==> config.mk <==
export PLATFORM = sky130hd
export DESIGN_NAME = eiod_decoder
export DESIGN_NICKNAME = d
export VERILOG_FILES = /design/src/eiod_pkg.sv /design/src/eiod_decoder.sv
export SDC_FILE = /design/constraint.sdc
export NUM_CORES = 1
export LEC_CHECK = 0
export BUFFER_PORTS_ARGS = -buffer_cell sky130_fd_sc_hd__buf_2
export CAP_MARGIN = 20
export CORE_ASPECT_RATIO = 0.5
export CORE_MARGIN = 4
export CORE_UTILIZATION = 51
export DETAILED_ROUTE_END_ITERATION = 12
export PLACE_DENSITY = 0.78
export SYNTH_ARGS = -nofsm -noshare
export SYNTH_HDL_FRONTEND = slang
export SYNTH_SLANG_ARGS = --single-unit
==> constraint.sdc <==
create_clock -name i_clk -period 0.8 [get_ports i_clk]
set_input_delay 0.16 -clock i_clk [delete_from_list [all_inputs] [get_ports i_clk]]
set_output_delay 0.16 -clock i_clk [all_outputs]
set_load 0.02 [all_outputs]
==> src/eiod_pkg.sv <==
package eiod_pkg;
  // Primary opcode of the 32-bit register-register format.
  localparam logic [5:0] PRIMARY_RR = 6'h1F;
  // Field positions, counted with bit 0 as the most significant instruction bit.
  localparam int XO_MSB = 21;
  localparam int XO_LSB = 30;
  localparam int RC_BIT = 31;
  // Ten-bit extended opcodes (record bit excluded).
  localparam logic [9:0] XO_NAND = 10'h1DC;
  localparam logic [9:0] XO_DIVW = 10'h1EB;
  localparam logic [9:0] XO_MOVE_XER = 10'h200;
  localparam logic [9:0] XO_SUBFCO = 10'h208;
  localparam logic [9:0] XO_ADDCO = 10'h20A;
  localparam logic [9:0] XO_LWBR = 10'h216;
  localparam logic [9:0] XO_SRW = 10'h218;
  localparam logic [9:0] XO_TLB_SYNC = 10'h236;
  localparam logic [9:0] XO_NEGO = 10'h268;
  localparam logic [9:0] XO_SUBFEO = 10'h288;
  localparam logic [9:0] XO_ADDEO = 10'h28A;
  localparam logic [9:0] XO_STSWX = 10'h295;
  localparam logic [9:0] XO_STWBR = 10'h296;
  localparam logic [9:0] XO_SUBFZEO = 10'h2C8;
  localparam logic [9:0] XO_ADDZEO = 10'h2CA;
  localparam logic [9:0] XO_STSWI = 10'h2D5;
  localparam logic [9:0] XO_SUBFMEO = 10'h2E8;
  localparam logic [9:0] XO_ADDMEO = 10'h2EA;
  localparam logic [9:0] XO_MULLWO = 10'h2EB;
  localparam logic [9:0] XO_DCB_ALLOC = 10'h2F6;
  localparam logic [9:0] XO_ADDO = 10'h30A;
  localparam logic [9:0] XO_TLB_INVAL = 10'h312;
  localparam logic [9:0] XO_LHBR = 10'h316;
  localparam logic [9:0] XO_SRAW = 10'h318;
  localparam logic [9:0] XO_SRAWI = 10'h338;
  localparam logic [9:0] XO_TLB_SEARCH = 10'h392;
  localparam logic [9:0] XO_STHBR = 10'h396;
  localparam logic [9:0] XO_EXTSH = 10'h39A;
  localparam logic [9:0] XO_TLB_READ = 10'h3B2;
  localparam logic [9:0] XO_EXTSB = 10'h3BA;
  localparam logic [9:0] XO_DIVWUO = 10'h3CB;
  localparam logic [9:0] XO_TLB_WRITE = 10'h3D2;
  localparam logic [9:0] XO_ICB_INVAL = 10'h3D6;
  localparam logic [9:0] XO_DIVWO = 10'h3EB;
  localparam logic [9:0] XO_DCB_ZERO = 10'h3F6;
  // Low nibbles of the 16-bit control forms whose upper twelve bits are zero.
  localparam logic [3:0] C_ISYNC = 4'h1;
  localparam logic [3:0] C_SYSCALL = 4'h2;
  localparam logic [3:0] C_BLR = 4'h4;
  localparam logic [3:0] C_BLRL = 4'h5;
  localparam logic [3:0] C_BCTR = 4'h6;
  localparam logic [3:0] C_BCTRL = 4'h7;
  localparam logic [3:0] C_RFI = 4'h8;
  localparam logic [3:0] C_RFCI = 4'h9;
  localparam logic [3:0] C_RFDI = 4'hA;

  // Decoded instruction identity.
  typedef enum logic [5:0] {
    EIOD_OP_NONE, EIOD_OP_NAND, EIOD_OP_DIVW, EIOD_OP_MOVE_XER, EIOD_OP_SUBFC, EIOD_OP_ADDC,
    EIOD_OP_LWBR, EIOD_OP_SRW, EIOD_OP_TLB_SYNC, EIOD_OP_NEG, EIOD_OP_SUBFE, EIOD_OP_ADDE,
    EIOD_OP_STSWX, EIOD_OP_STWBR, EIOD_OP_SUBFZE, EIOD_OP_ADDZE, EIOD_OP_STSWI,
    EIOD_OP_SUBFME, EIOD_OP_ADDME, EIOD_OP_MULLW, EIOD_OP_DCB_ALLOC, EIOD_OP_ADD,
    EIOD_OP_TLB_INVAL, EIOD_OP_LHBR, EIOD_OP_SRAW, EIOD_OP_SRAWI, EIOD_OP_TLB_SEARCH,
    EIOD_OP_STHBR, EIOD_OP_EXTSH, EIOD_OP_TLB_READ, EIOD_OP_EXTSB, EIOD_OP_DIVWU,
    EIOD_OP_TLB_WRITE, EIOD_OP_ICB_INVAL, EIOD_OP_DCB_ZERO,
    EIOD_OP_SHORT_BRANCH_LINK_REG, EIOD_OP_SHORT_BRANCH_LINK_REG_LINKED,
    EIOD_OP_SHORT_BRANCH_COUNT_REG, EIOD_OP_SHORT_BRANCH_COUNT_REG_LINKED,
    EIOD_OP_SHORT_INTERRUPT_RETURN, EIOD_OP_SHORT_CRITICAL_RETURN,
    EIOD_OP_SHORT_DEBUG_RETURN, EIOD_OP_SHORT_INSTRUCTION_SYNC, EIOD_OP_SHORT_SYSTEM_CALL
  } eiod_op_t;
endpackage

==> src/eiod_decoder.sv <==
`timescale 1ns/1ps
// Operation
// - Primary 011111, extended opcode bits 21-30
// - 01111 01011 is signed divide
// - 10000 00000 moves exception summary to condition
// - Carrying subtract/add with overflow recording
// - 10000 10110 is byte-reversed word load
// - Logical and arithmetic right shifts
// - Translation buffer operations
// - 10011 01000 is negate with overflow
// - Subtract-from-extended with overflow
// - Add-extended with overflow
// - Indexed and immediate string stores
// - Byte-reversed word and halfword transfers
// - Zero-extended subtract/add with overflow
// - Minus-one-extended subtract/add with overflow
// - Multiply low and add with overflow
// - Cache block operations
// - Halfword and byte sign extension
// - Unsigned and signed divide with overflow
// - Accept 16-bit compressed instructions
// - Short branches to link/count register
// - Short returns, sync and system call
module eiod_decoder
  import eiod_pkg::*;
(
  input wire logic i_clk,
  input wire logic i_rst_n,
  input wire logic i_valid,
  input wire logic i_is_short,
  input wire logic [31:0] i_instr,
  output logic o_valid,
  output eiod_op_t o_op,
  output logic o_condition_field_update,
  output logic o_overflow_flag_update,
  output logic o_uses_carry_input,
  output logic o_illegal
);

  // Reset synchroniser stages.
  logic rst_meta_ff;
  logic rst_sync_ff;
  // Registered copies of the decode, one per output.
  logic o_valid_ff;
  eiod_op_t op_ff;
  logic rc_ff;
  logic ov_ff;
  logic ca_ff;
  logic illegal_ff;

  // Next values from the combinational decode.
  eiod_op_t nxt_op;
  logic nxt_rc;
  logic nxt_ov;
  logic nxt_ca;
  logic nxt_illegal;
  logic [9:0] xo;
  logic rc_bit;
  logic [15:0] half;
  logic [5:0] primary;

  // Reset is released through two flops so every register leaves reset on the same edge.
  always_ff @(posedge i_clk or negedge i_rst_n) begin
    if (!i_rst_n) begin
      rst_meta_ff <= 1'b0;
      rst_sync_ff <= 1'b0;
    end else begin
      rst_meta_ff <= 1'b1;
      rst_sync_ff <= rst_meta_ff;
    end
  end

  // Instruction bit n counts from the most significant end, so bit n is i_instr[31-n].
  assign xo = i_instr[31-XO_LSB +: 10];
  assign rc_bit = i_instr[31-RC_BIT];
  // A short instruction sits in the upper halfword, as fetched.
  assign half = i_instr[31:16];
  // Primary opcode, instruction bits 0 to 5.
  assign primary = i_instr[31:26];

  // Combinational decode; the record bit is only honoured where the encoding defines it.
  always_comb begin
    nxt_op = EIOD_OP_NONE;
    nxt_rc = 1'b0;
    nxt_ov = 1'b0;
    nxt_ca = 1'b0;
    if (i_is_short) begin
      // Only the control forms with twelve zero upper bits are decoded here.
      if (half[15:4] == 12'h000) begin
        unique case (half[3:0])
          // Branches through the link and count registers.
          C_BLR: nxt_op = EIOD_OP_SHORT_BRANCH_LINK_REG;
          C_BLRL: nxt_op = EIOD_OP_SHORT_BRANCH_LINK_REG_LINKED;
          C_BCTR: nxt_op = EIOD_OP_SHORT_BRANCH_COUNT_REG;
          C_BCTRL: nxt_op = EIOD_OP_SHORT_BRANCH_COUNT_REG_LINKED;

          // Interrupt returns, then sync and system call.
          C_RFI: nxt_op = EIOD_OP_SHORT_INTERRUPT_RETURN;
          C_RFCI: nxt_op = EIOD_OP_SHORT_CRITICAL_RETURN;
          C_RFDI: nxt_op = EIOD_OP_SHORT_DEBUG_RETURN;
          C_ISYNC: nxt_op = EIOD_OP_SHORT_INSTRUCTION_SYNC;
          C_SYSCALL: nxt_op = EIOD_OP_SHORT_SYSTEM_CALL;
          default: nxt_op = EIOD_OP_NONE;
        endcase
      end
    end else if (primary == PRIMARY_RR) begin
      // Honour the record bit by default; forms whose last bit is reserved clear it again.
      nxt_rc = rc_bit;
      unique case (xo)
        // Bitwise NAND, record bit honoured.
        XO_NAND: nxt_op = EIOD_OP_NAND;

        // Signed divide without overflow recording.
        XO_DIVW: nxt_op = EIOD_OP_DIVW;

        // Exception summary copy; its last bit is reserved.
        XO_MOVE_XER: begin
          nxt_op = EIOD_OP_MOVE_XER;
          nxt_rc = 1'b0;
        end

        // Carrying forms set the carry but never read it, so only overflow is flagged.
        XO_SUBFCO: begin
          nxt_op = EIOD_OP_SUBFC;
          nxt_ov = 1'b1;
        end
        XO_ADDCO: begin
          nxt_op = EIOD_OP_ADDC;
          nxt_ov = 1'b1;
        end

        // Byte-reversed word load.
        XO_LWBR: begin
          nxt_op = EIOD_OP_LWBR;
          nxt_rc = 1'b0;
        end

        // Right shifts, each with a record variant.
        XO_SRW: nxt_op = EIOD_OP_SRW;
        XO_SRAW: nxt_op = EIOD_OP_SRAW;
        XO_SRAWI: nxt_op = EIOD_OP_SRAWI;

        // Translation-buffer maintenance never records a condition.
        XO_TLB_SYNC: begin
          nxt_op = EIOD_OP_TLB_SYNC;
          nxt_rc = 1'b0;
        end
        XO_TLB_INVAL: begin
          nxt_op = EIOD_OP_TLB_INVAL;
          nxt_rc = 1'b0;
        end
        XO_TLB_SEARCH: begin
          nxt_op = EIOD_OP_TLB_SEARCH;
          nxt_rc = 1'b0;
        end
        XO_TLB_READ: begin
          nxt_op = EIOD_OP_TLB_READ;
          nxt_rc = 1'b0;
        end
        XO_TLB_WRITE: begin
          nxt_op = EIOD_OP_TLB_WRITE;
          nxt_rc = 1'b0;
        end

        // Negate with overflow recording.
        XO_NEGO: begin
          nxt_op = EIOD_OP_NEG;
          nxt_ov = 1'b1;
        end

        // Extended subtract consumes the carry input.
        XO_SUBFEO: begin
          nxt_op = EIOD_OP_SUBFE;
          nxt_ov = 1'b1;
          nxt_ca = 1'b1;
        end

        // Extended add consumes the carry input.
        XO_ADDEO: begin
          nxt_op = EIOD_OP_ADDE;
          nxt_ov = 1'b1;
          nxt_ca = 1'b1;
        end

        // Multi-byte string stores.
        XO_STSWX: begin
          nxt_op = EIOD_OP_STSWX;
          nxt_rc = 1'b0;
        end
        XO_STSWI: begin
          nxt_op = EIOD_OP_STSWI;
          nxt_rc = 1'b0;
        end

        // Byte-reversed indexed word and halfword transfers.
        XO_STWBR: begin
          nxt_op = EIOD_OP_STWBR;
          nxt_rc = 1'b0;
        end
        XO_STHBR: begin
          nxt_op = EIOD_OP_STHBR;
          nxt_rc = 1'b0;
        end
        XO_LHBR: begin
          nxt_op = EIOD_OP_LHBR;
          nxt_rc = 1'b0;
        end

        // Zero-extended forms combine the carry input with zero.
        XO_SUBFZEO: begin
          nxt_op = EIOD_OP_SUBFZE;
          nxt_ov = 1'b1;
          nxt_ca = 1'b1;
        end
        XO_ADDZEO: begin
          nxt_op = EIOD_OP_ADDZE;
          nxt_ov = 1'b1;
          nxt_ca = 1'b1;
        end

        // Minus-one-extended forms combine the carry input with all ones.
        XO_SUBFMEO: begin
          nxt_op = EIOD_OP_SUBFME;
          nxt_ov = 1'b1;
          nxt_ca = 1'b1;
        end
        XO_ADDMEO: begin
          nxt_op = EIOD_OP_ADDME;
          nxt_ov = 1'b1;
          nxt_ca = 1'b1;
        end

        // Low multiply and plain add, both with overflow recording.
        XO_MULLWO: begin
          nxt_op = EIOD_OP_MULLW;
          nxt_ov = 1'b1;
        end
        XO_ADDO: begin
          nxt_op = EIOD_OP_ADD;
          nxt_ov = 1'b1;
        end

        // Cache block operations carry no record bit.
        XO_DCB_ALLOC: begin
          nxt_op = EIOD_OP_DCB_ALLOC;
          nxt_rc = 1'b0;
        end
        XO_ICB_INVAL: begin
          nxt_op = EIOD_OP_ICB_INVAL;
          nxt_rc = 1'b0;
        end
        XO_DCB_ZERO: begin
          nxt_op = EIOD_OP_DCB_ZERO;
          nxt_rc = 1'b0;
        end

        // Sign extensions, each with a record variant.
        XO_EXTSH: nxt_op = EIOD_OP_EXTSH;
        XO_EXTSB: nxt_op = EIOD_OP_EXTSB;

        // Divides with overflow recording; signed shares its identity with plain divide.
        XO_DIVWUO: begin
          nxt_op = EIOD_OP_DIVWU;
          nxt_ov = 1'b1;
        end
        XO_DIVWO: begin
          nxt_op = EIOD_OP_DIVW;
          nxt_ov = 1'b1;
        end

        // Anything else in this range is left for the illegal flag.
        default: begin
          nxt_op = EIOD_OP_NONE;
          nxt_rc = 1'b0;
        end
      endcase
    end
  end

  // Valid follows the offered word with exactly one cycle of latency.
  always_ff @(posedge i_clk or negedge rst_sync_ff) begin
    if (!rst_sync_ff) begin
      o_valid_ff <= 1'b0;
    end else begin
      o_valid_ff <= i_valid;
    end
  end

  // The identity is captured every cycle; consumers qualify it with valid.
  always_ff @(posedge i_clk or negedge rst_sync_ff) begin
    if (!rst_sync_ff) begin
      op_ff <= EIOD_OP_NONE;
    end else begin
      op_ff <= nxt_op;
    end
  end

  // Condition-field recording, already cleared for forms whose last bit is reserved.
  always_ff @(posedge i_clk or negedge rst_sync_ff) begin
    if (!rst_sync_ff) begin
      rc_ff <= 1'b0;
    end else begin
      rc_ff <= nxt_rc;
    end
  end

  // Overflow recording for the forms that define it.
  always_ff @(posedge i_clk or negedge rst_sync_ff) begin
    if (!rst_sync_ff) begin
      ov_ff <= 1'b0;
    end else begin
      ov_ff <= nxt_ov;
    end
  end

  // Carry-input use for the extended, zero-extended and minus-one-extended forms.
  always_ff @(posedge i_clk or negedge rst_sync_ff) begin
    if (!rst_sync_ff) begin
      ca_ff <= 1'b0;
    end else begin
      ca_ff <= nxt_ca;
    end
  end

  // A word is illegal only when it was really offered and nothing matched it.
  assign nxt_illegal = i_valid && (nxt_op == EIOD_OP_NONE);

  // Unknown words are flagged rather than dropped, so the exception logic can trap them.
  always_ff @(posedge i_clk or negedge rst_sync_ff) begin
    if (!rst_sync_ff) begin
      illegal_ff <= 1'b0;
    end else begin
      illegal_ff <= nxt_illegal;
    end
  end

  // Every output is a flop, so the execute stage never sees decode glitches.
  assign o_valid = o_valid_ff;
  assign o_op = op_ff;
  assign o_condition_field_update = rc_ff;
  assign o_overflow_flag_update = ov_ff;
  assign o_uses_carry_input = ca_ff;
  assign o_illegal = illegal_ff;

endmodule

==> results of run 1 <==
==> stage by stage <==
stage,TNS [ns],cell area [um^2],cells,setup WS (ns),utilization [%]
after detailed placement,-9.07,2100,310,-1.20,79.9
after floorplan,-5.87,1520,189,-0.891,-
after global placement,-8.50,2100,310,-1.06,79.9
after CTS,-7.26,2430,317,-0.814,92.4
==> logic make-up after synthesis <==
family                   share of synthesized area (%)
buffers and inverters                             6.92
AO/OA/AOI/OAI                                     21.6
AND/OR/NAND/NOR                                   44.4
flip-flops                                        22.8
XOR/XNOR                                         0.614
other                                            0.263
adder cells (fa/ha/maj)                           2.63
multiplexers                                     0.701
==> what timing repair did <==
item,CTS
endpoints found under the hold margin,2
endpoints found under the setup margin,21
pin swaps,15
gates resized for setup,64
hold buffers,1
setup buffers,2
==> cell usage after synthesis, types with 4 or more instances <==
master	instances	share of area (%)
nor2b_1	6	2.6
nand4_1	4	1.8
a21oi_1	9	3.2
inv_1	8	2.1
dfrtp_1	13	23
nand3_1	6	2.1
buf_2	10	3.5
nor4_1	8	3.5
nor3_1	9	3.2
o21ai_0	5	1.8
nor2_1	21	5.5
nand2_1	13	3.4
nand2b_1	8	3.5
==> summary.txt, run 1 <==
Outcome
  • Outcome: stopped before the end
  • Stopped at: global routing
  • Run Error: [ERROR DPL-0038] Utilization greater than 100%, impossible to legalize

Synthesis
  • Yosys warns: 0
  • Cell Area, Synth: 0.00143 mm^2
  • FF+latch count, synth: 13
  • Post-Syn Instances: 189
  • Avg Cell Area, Syn: 7.55 um^2
  • Post-synth top flop: dfrtp_1
  • Synth cell types: 60
  • Post-synth EDFFs: 0
  • Synth async-reset ratio: 100%
  • Register area share after synthesis: 22.8%
  • Syn nets: 228

Die
  • Chip height: 45.4 um
  • Ports: 47
  • Die width: 82.8 um
  • Num rows: 13
  • Initial Util: 54.2%

Timing
  • Worst_ep kind: sequential cell input
  • GRT worst endpoint: o_illegal$_DFF_PN0_/D

Clock network
  • Max H-tree Level: 1
  • Clock root buffer: clkbuf_8
  • CTS sink count: 13
  • Clk buf depth: 2
  • CTS Buf Count: 3

Placed design
  • Dpl hpwl: 4.53 mm
  • GPL Wtd Cong: 0.961
  • Buffers on Ports: 41

Global route
  • Largest net degree at the start of global routing: 15
==> run 2, diff against run 1 <==
Settings changed: CORE_AREA from default to 4 4 65 67, CORE_ASPECT_RATIO 0.5 to default, CORE_MARGIN 4 to default, CORE_UTILIZATION 51 to default, DIE_AREA from default to 0 0 69 71, PLACE_DENSITY 0.78 to default, PLACE_DENSITY_LB_ADDON from default to 0.15.
==> summary.txt, run 2 <==
Outcome
  • Outcome: finished with violations
  • Violated checks: negative setup slack

Cells and area
  • Layout Cells excl Fill: 339
  • Share of cells above drive strength 1: 56.0%
  • Nets: 331
  • Final Instance Area: 0.00267 mm^2
  • Synth-to-Final Area Change: 87.3%
  • N_diodes: 0
  • Commonest non-fill, non-tap cell in the layout: buf_4
  • Most frequent cells in the layout: 63 x buf_4, 22 x buf_6, 19 x nor2_1, 19 x buf_2, 13 x dfrtp_1
  • Max reg flops: 6

Worst hold path
  • Hold Path Origin: i_valid
  • Worst hold stages: 1
  • Hold Path Class: in -> reg

Critical path
  • Critical path launch point type: input pin
  • Req. time, crit path: 0.95 ns
  • RR Startpoint: rst_meta_ff
  • R2R depth: 0
  • Critical path class: in -> reg
  • Worst Path Arrival: 1.82 ns
  • Critical path fanouts, max: 4
  • Worst Setup SP: i_instr[2]
  • Nature of the critical path endpoint: flop

Clock network
  • Clk_lat worst skew: 0.25 ns
  • CTS clock-pin slew for the worst setup and hold paths: 0.05 ns
  • CTS sink count: 13 (unchanged)
  • CTS Buf Count: 3 (unchanged)
  • Max H-tree Level: 1 (unchanged)
  • Clock root buffer: clkbuf_8
  • CTS tree: done
  • Clk buf depth: 2 (unchanged)

Synthesis
  • Post-synth top area share: 22.8% (unchanged)
  • Post-synth top flop: dfrtp_1
  • Post-synth EDFFs: 0 (unchanged)
  • Synth async-reset ratio: 100% (unchanged)
  • Register area share after synthesis: 22.8% (unchanged)
  • Avg Cell Area, Syn: 7.55 um^2 (unchanged)
  • Syn nets: 228 (unchanged)
  • Top post-synthesis cells by area: dfrtp_1 23%, nor2_1 5.5%, buf_2 3.5%
  • Most frequent cells after synthesis: 21 x nor2_1, 13 x dfrtp_1, 13 x nand2_1
  • Yosys warns: 0 (unchanged)
  • FF+latch count, synth: 13 (unchanged)
  • Post-Syn Instances: 189 (unchanged)
  • Synth cell types: 60 (unchanged)
  • Synth area leader: dfrtp_1
  • Cell Area, Synth: 0.00143 mm^2 (unchanged)
  • Most frequent cell after synthesis: nor2_1

Timing
  • Final worst slack: -0.872 ns
  • Setup-failing EPs final: 21
  • Fin. Hold Viols: 0
  • Period utilisation layout: 209%
  • Clk_skew: 0.00718 ns
  • Pins Over Slew Limit: 0
  • Tmin final: 1.67 ns
  • RSZ-0062 raised after global routing: true
  • Achievable Freq: 0.598 GHz

Placed design
  • GPL Wtd Cong: 0.926 (-3.7%)
  • Buffers on Ports: 41 (unchanged)
  • Placed cells: 330 (+6.5%)
  • Dpl hpwl: 3.78 mm (-17%)
  • Dpl cell area: 0.00220 mm^2 (+4.5%)

Detailed routing
  • Via density: 5.51
  • Routed Wire Length: 5.31 mm
  • Final ANT Viol Nets: 0
  • # DRC: 0
  • Via Count: 1,867
  • Post-DR wirelength/cell: 15.7 um
  • Total iterations of the first detailed-routing run: 4
  • Iter 0 DRT Violations: 115

Global route
  • Antenna violations before repair: 0
  • Gr ovfl total: 0
  • Number of global-route vias before repair: 1,871
  • First-pass GRT wire length: 8.58 mm
  • GRT Resource Usage Total: 21.0%
  • Largest net degree at the start of global routing: 14

Die
  • Ports: 47 (unchanged)
  • Num rows: 22 (+9)
  • Chip height: 71 um (+56%)
  • Full die area: 0.00490 mm^2
  • Die width: 69 um (-17%)
  • Core area: 0.00363 mm^2
  • Initial Util: 39.3% (-15 points)

Power and ir drop
  • P per Cell Area: 772 mW/mm^2
  • LEAKAGE: 1.17 nW
  • VDD IR max: 445 uV

Run
  • MaxCap Viol Count: 0
## run 2: cell counts after synthesis
Identical to the previous run, type by type.
## run 2: cell type report
type                       instances  area [um^2]
clock buffer                       4         45.0
fill                             284          960
inverter                           8         35.0
multi-input combinational        154         1280
sequential                        13          325
tap                               48         60.1
timing repair buffer             112          928
## run 2: worst paths after layout
check,end,slack (ns)
setup / recovery,o_illegal,-0.87
max in group asynchronous,o_op[5],0.35
hold reg to reg,o_op[1],0.15
min in group asynchronous,o_op[1],0.15
hold / removal,o_valid,0.07
setup reg to reg,rst_sync_ff,0.33
## run 2: metrics by stage
stage / TNS (ns) / utilization (%) / power (mW) / setup WS, ns / hold WS (ns)
2_1_floorplan: -5.87 / - / 0.998 / -0.891 / -0.136
3_3_place_gp: -8.92 / 60.5 / 1.34 / -1.09 / -0.0549
3_5_place_dp: -9.03 / 60.5 / 1.34 / -1.12 / -0.0541
4_1_cts: -7.22 / 69.4 / 2.00 / -0.831 / 0.0519
5_1_grt: -8.29 / 73.6 / 2.18 / -0.923 / 0.0655
6_report: -7.69 / 73.6 / 2.06 / -0.872 / 0.0722
## run 2: critical path, cell delays in order
cell      delay, ns
buf_2          0.12
buf_4          0.13
nor2b_2        0.18
buf_4          0.14
o211ai_1       0.29
o21ai_2        0.12
nor2_1         0.12
and3_1         0.20
o32ai_4        0.10
nor4_2         0.27
## run 2: timing repair
| item | CTS | global route |
|---|---|---|
| hold buffers | 1 | 0 |
| resized for setup | 63 | 35 |
| endpoints found under the setup margin | 21 | 21 |
| buffers inserted | 5 | 3 |
| pin swaps | 22 | 16 |
| hold endpoints to repair | 2 | 0 |
## run 2: report_power, final
part | total [mW] | leakage, nW | internal (mW) | switching, mW
sequential | 0.682 | 0.172 | 0.669 | 0.0129
clock | 0.578 | 0.0228 | 0.351 | 0.227
combinational | 0.804 | 0.978 | 0.419 | 0.385
## run 2: cell families after synthesis
family,after synthesis,synth area share [%]
multiplexers,1,0.701
XOR/XNOR,1,0.614
AO/OA/AOI/OAI,42,21.6
AND/OR/NAND/NOR,106,44.4
adder cells (fa/ha/maj),3,2.63
buffers and inverters,22,6.92
other,1,0.263
flip-flops,13,22.8
## run 2: metal layers
layer	wire (um)	global-route usage (%)	up-vias
li1	-	-	911
met1	2040	24.1	855
met2	2780	38.3	86
met3	316	2.41	15
met4	177	10.6	0
met5	0	0	-
No activity file was read; power rests on OpenSTA's default activity.
==> run 3, diff against run 2 <==
Settings changed: RECOVER_POWER from default to 100.
==> summary.txt, run 3 (synthesis gave the netlist of run 2 again) <==
Die
  • Full die area: 0.00490 mm^2 (unchanged)
  • Chip height: 71 um (unchanged)
  • Initial Util: 39.3% (unchanged)
  • Core area: 0.00363 mm^2 (unchanged)
  • Num rows: 22 (unchanged)
  • Ports: 47 (unchanged)
  • Die width: 69 um (unchanged)

Global route
  • GRT Resource Usage Total: 21.0% (unchanged)
  • Number of global-route vias before repair: 1,871 (unchanged)
  • Largest net degree at the start of global routing: 14 (unchanged)
  • GRT met1 Usage: 24.1% (unchanged)
  • Met3 Resource Use GR: 2.41% (unchanged)
  • Antenna violations before repair: 0 (unchanged)
  • Gr ovfl total: 0 (unchanged)
  • GRT busiest layer: met2
  • Met2 usage in global routing: 38.3% (unchanged)
  • First-pass GRT wire length: 8.58 mm (unchanged)

Timing
  • Tmin final: 1.67 ns (unchanged)
  • Pins Over Slew Limit: 0 (unchanged)
  • Setup-failing EPs final: 21 (unchanged)
  • RSZ-0062 raised after global routing: true
  • Clk_skew: 0.00718 ns (unchanged)
  • Achievable Freq: 0.598 GHz (unchanged)
  • Period utilisation layout: 209% (unchanged)
  • Final worst slack: -0.872 ns (unchanged)
  • Worst Hold Slack: 0.0955 ns (+0.0233 ns)
  • Fin. Hold Viols: 0 (unchanged)

Critical path
  • Crit path largest cell delay: 0.29 ns (about the same)
  • Stages on worst setup path: 10 (unchanged)
  • Most used cell, CP: buf_4
  • Critical-path cell list: buf_2 -> buf_4 -> nor2b_2 -> buf_4 -> o211ai_1 -> o21ai_2 -> nor2_1 -> and3_1 -> o32ai_4 -> nor4_2
  • WP buf/inv: 3 (unchanged)
  • Worst R2R End: rst_sync_ff
  • Req. time, crit path: 0.95 ns (about the same)
  • RR Startpoint: rst_meta_ff
  • Crit path to: o_illegal
  • Worst Path Arrival: 1.82 ns (about the same)
  • Slowest cell on the critical path: o211ai_1
  • Delay-heaviest family, CP: simple AND/OR/NAND/NOR gates
  • Reg2Reg Setup Slack: 0.33 ns (about the same)
  • Critical path fanouts, max: 4 (unchanged)
  • Critical path launch point type: input pin
  • Critical path class: in -> reg
  • R2R depth: 0 (unchanged)
  • Worst Setup SP: i_instr[2]
  • Nature of the critical path endpoint: flop

Detailed routing
  • Final ANT Viol Nets: 0 (unchanged)
  • Post-DR wirelength/cell: 15.7 um (about the same)
  • Routed Wire Length: 5.31 mm (about the same)
  • # DRC: 0 (unchanged)
  • Via Count: 1,867 (unchanged)
  • Via density: 5.51 (unchanged)
  • Total iterations of the first detailed-routing run: 4 (unchanged)
  • Iter 0 DRT Violations: 117 (+1.7%)

Power and ir drop
  • Psw: 0.625 mW (about the same)
  • Seq pwr share: 33.1% (about the same)
  • Design Power: 2.06 mW (about the same)
  • LEAKAGE: 1.17 nW (-0.47%)
  • VDD IR max: 444 uV (-0.18%)
  • Sw frac: 30.3% (about the same)
  • P per Cell Area: 772 mW/mm^2 (about the same)
  • Combinational cell fraction of total power: 38.9% (about the same)
  • Clock Power Share: 28.0% (about the same)
  • Cell internal pwr: 1.44 mW (about the same)

Cells and area
  • Layout fillers: 286 (+0.70%)
  • Share of cells above drive strength 1: 55.3% (-0.69 points)
  • Most frequent cells in the layout: 63 x buf_4, 22 x buf_6, 19 x nor2_1
  • Nets: 331 (unchanged)
  • Commonest non-fill, non-tap cell in the layout: buf_4
  • N_diodes: 0 (unchanged)
  • Max reg flops: 6 (unchanged)
  • Synth-to-Final Area Change: 87.1% (about the same)

Run
  • MaxCap Viol Count: 0 (unchanged)

Outcome
  • Outcome: finished with violations
  • Violated checks: negative setup slack

Placed design
  • GPL Wtd Cong: 0.926 (unchanged)
  • Buffers on Ports: 41 (unchanged)
  • Dpl hpwl: 3.78 mm (unchanged)

Clock network
  • Clk buf depth: 2 (unchanged)
  • CTS sink count: 13 (unchanged)
  • Max H-tree Level: 1 (unchanged)
  • CTS tree: done
  • Clock root buffer: clkbuf_8
  • CTS Buf Count: 3 (unchanged)
  • Clk_lat worst skew: 0.25 ns (about the same)
  • CTS clock-pin slew for the worst setup and hold paths: 0.05 ns (about the same)

Worst hold path
  • Hold Path Class: in -> reg
==> run 3: how the worst min path moves through the flow <==
stage / start / to / slack (ns) / cells past startpoint
after floorplan: i_rst_n / rst_meta_ff / -0.14 / 0
after CTS: i_valid / o_valid / 0.05 / 1
after detailed placement: i_rst_n / rst_meta_ff / -0.05 / 1
after global placement: i_rst_n / rst_sync_ff / -0.05 / 1
after global routing: i_valid / o_valid / 0.09 / 1
final: i_valid / o_valid / 0.1 / 1
==> run 3: cell type report <==
type / instances / area, um^2 / area share, %
Tap cell: 48 / 60.1 / 2.25
Timing Repair Buffer: 112 / 926 / 34.7
Inverter: 8 / 35.0 / 1.31
Sequential cell: 13 / 325 / 12.2
Clock buffer: 4 / 45.0 / 1.69
Multi-Input combinational cell: 154 / 1280 / 47.9
==> run 3: metrics by stage <==
stage,instance area (um^2),setup TNS (ns),setup WS [ns],utilization (%),cells
2_1_floorplan,1520,-5.87,-0.891,-,189
3_3_place_gp,2200,-8.92,-1.09,60.5,330
3_5_place_dp,2200,-9.03,-1.12,60.5,330
4_1_cts,2520,-7.22,-0.831,69.4,339
5_1_grt,2670,-8.29,-0.923,73.5,339
6_report,2670,-7.69,-0.872,73.5,339
==> run 3: power by group through the flow <==
stage          Sequential [mW]  Clock, mW  Combinational (mW)
2_1_floorplan            0.697          0               0.302
3_3_place_gp             0.691          0               0.648
3_5_place_dp             0.691          0               0.650
4_1_cts                  0.682      0.583               0.738
5_1_grt                  0.684      0.631               0.861
6_report                 0.682      0.578               0.802
==> run 3: routing by layer <==
layer | up-vias | wire (um)
li1 | 911 | -
met1 | 855 | 2030
met2 | 86 | 2780
met3 | 15 | 315
met4 | 0 | 177
met5 | - | 0
==> run 3: what timing repair did <==
action                                  4_1_cts  5_1_grt
pin swaps                                    22       16
hold buffers                                  1        0
resized for setup                            63       35
endpoints found under the setup margin       21       21
buffers inserted                              5        3
endpoints found under the hold margin         2        0
==> run 4, diff against run 3 <==
Clock period 0.8 ns to 1.4 ns, I/O delays scaled along.
==> summary.txt, run 4 (synthesis gave the netlist of run 2 again) <==
Placed design
  • Dpl cell area: 0.00206 mm^2 (-6.2%)
  • Placed cells: 321 (-2.7%)
  • Buffers on Ports: 41 (unchanged)
  • Dpl ws: -0.689 ns (+0.430 ns)
  • Dpl hpwl: 3.89 mm (+2.9%)
  • GPL Wtd Cong: 0.952 (+2.8%)

Clock network
  • CTS clock-pin slew for the worst setup and hold paths: 0.05 ns (about the same)
  • Clock root buffer: clkbuf_8
  • CTS tree: done
  • Clk buf depth: 2 (unchanged)
  • Clk_lat worst skew: 0.23 ns (-0.02 ns)
  • Max H-tree Level: 1 (unchanged)
  • CTS Buf Count: 3 (unchanged)
  • CTS sink count: 13 (unchanged)

Outcome
  • Outcome: finished with violations
  • Violated checks: negative setup slack

Die
  • Ports: 47 (unchanged)
  • Full die area: 0.00490 mm^2 (unchanged)
  • Die width: 69 um (unchanged)
  • Core area: 0.00363 mm^2 (unchanged)
  • Initial Util: 39.3% (unchanged)
  • Chip height: 71 um (unchanged)
  • Num rows: 22 (unchanged)

Detailed routing
  • # DRC: 0 (unchanged)
  • Final ANT Viol Nets: 0 (unchanged)
  • Via Count: 1,863 (-0.21%)
  • Post-DR wirelength/cell: 15.5 um (-1.2%)
  • Iter 0 DRT Violations: 75 (-36%)
  • Total iterations of the first detailed-routing run: 5 (+1)
  • Via density: 5.59 (+1.6%)
  • Routed Wire Length: 5.15 mm (-2.9%)

Timing
  • Period utilisation layout: 126%
  • Tmin final: 1.76 ns
  • Clk_skew: 0.00204 ns (-0.00513 ns)
  • Pins Over Slew Limit: 0 (unchanged)
  • Achievable Freq: 0.567 GHz
  • Fin. Hold Viols: 0 (unchanged)
  • RSZ-0062 raised after global routing: true
  • Final worst slack: -0.364 ns (+0.508 ns)
  • Setup-failing EPs final: 8 (-62%)

Critical path
  • R2R depth: 0 (unchanged)
  • Critical path class: in -> reg
  • Critical path launch point type: input pin
  • Req. time, crit path: 1.51 ns (+0.56 ns)
  • Worst R2R End: rst_sync_ff
  • Critical path fanouts, max: 7 (+3)
  • RR Startpoint: rst_meta_ff
  • Reg2Reg Setup Slack: 0.93 ns (+0.60 ns)
  • Nature of the critical path endpoint: flop
  • Worst Path Arrival: 1.87 ns (+0.05 ns)

Global route
  • Gr ovfl total: 0 (unchanged)
  • Number of global-route vias before repair: 1,876 (+0.27%)
  • Antenna violations before repair: 0 (unchanged)
  • GRT Resource Usage Total: 20.8% (-0.21 points)
  • Largest net degree at the start of global routing: 15 (+1)
  • First-pass GRT wire length: 8.52 mm (-0.72%)

Power and ir drop
  • Sw frac: 28.8% (-1.5 points)
  • LEAKAGE: 1.07 nW (-8.4%)
  • Seq pwr share: 35.2% (+2.1 points)
  • P per Cell Area: 457 mW/mm^2 (-41%)
  • Psw: 0.318 mW (-49%)
  • Clock Power Share: 28.3% (+0.3 points)
  • VDD IR max: 318 uV (-28%)
  • Combinational cell fraction of total power: 36.5% (-2.4 points)
  • Cell internal pwr: 0.786 mW (-45%)

Cells and area
  • Final core occ: 66.5% (-7.1 points)
  • Nets: 325 (-1.8%)
  • Max reg flops: 6 (unchanged)
  • Layout Cells excl Fill: 333 (-1.8%)
  • Share of cells above drive strength 1: 46.7% (-8.7 points)
  • Synth-to-Final Area Change: 69.2%
  • Final Instance Area: 0.00241 mm^2 (-9.6%)
  • Commonest non-fill, non-tap cell in the layout: buf_4
  • Most frequent cells in the layout: 53 x buf_4, 20 x buf_2, 19 x nor2_1
  • N_diodes: 0 (unchanged)

Worst hold path
  • Hold Path Class: reg -> async

Run
  • MaxCap Viol Count: 0 (unchanged)
## run 4: cell types whose count changed in the layout (fill, tap and decap cells not counted), moves of 3 or more
cell | previous run | this run
buf_6 | 22 | 13
buf_2 | 17 | 20
buf_4 | 63 | 53
clkbuf_1 | 3 | 14
inv_1 | 5 | 8
## run 4: area by class of cell
class,instances,area (um^2)
Fill cell,340,1220
Multi-Input combinational cell,154,1180
Timing Repair Buffer,106,771
Sequential cell,13,325
Tap cell,48,60.1
Clock buffer,4,45.0
Inverter,8,30.0
## run 4: routing by layer
metal / global-route usage, % / share of wire [%] / vias up
li1: - / - / 900
met1: 24.1 / 38 / 870
met2: 38.7 / 53 / 70
met3: 2.56 / 4.8 / 23
met4: 8.24 / 4.5 / 0
met5: 0 / 0 / -
## run 4: power groups by stage
| stage | combinational [mW] | clock (mW) | sequential (mW) |
|---|---|---|---|
| after detailed placement | 0.334 | 0 | 0.395 |
| after global routing | 0.437 | 0.339 | 0.390 |
| after global placement | 0.330 | 0 | 0.395 |
| after floorplan | 0.160 | 0 | 0.398 |
| final | 0.403 | 0.312 | 0.389 |
| after CTS | 0.362 | 0.318 | 0.389 |
## run 4: how the worst max path moves through the flow
stage	from	to	cells after the start
floorplan	i_instr[5]	o_illegal	7
detailed placement	i_instr[1]	o_illegal	9
finish	i_instr[9]	o_illegal	8
CTS	i_instr[4]	o_illegal	9
global placement	i_instr[5]	o_illegal	8
global route	i_instr[10]	o_illegal	9
## run 4: what timing repair did
action,CTS,global route
gates resized for setup,24,35
endpoints found under the setup margin,9,8
buffers inserted,4,5
hold endpoints to repair,2,0
hold buffers,1,0
pin swaps,7,17
## run 4: through the flow
stage | total power [mW] | setup TNS, ns | hold WS [ns]
after detailed placement | 0.729 | -4.64 | 0.0659
final | 1.10 | -2.03 | 0.161
after global routing | 1.17 | -2.58 | 0.213
after floorplan | 0.559 | -1.76 | -0.0156
after CTS | 1.07 | -1.86 | 0.179
after global placement | 0.725 | -4.66 | 0.0657
## run 4: worst max-delay path, cell delays in order
cell and delay (ns):
buf_8 0.10, or4b_4 0.55, or4b_4 0.54, o221ai_2 0.07, a211o_1 0.14, o21ai_2 0.06, o21ai_2 0.07, nor4_2 0.05
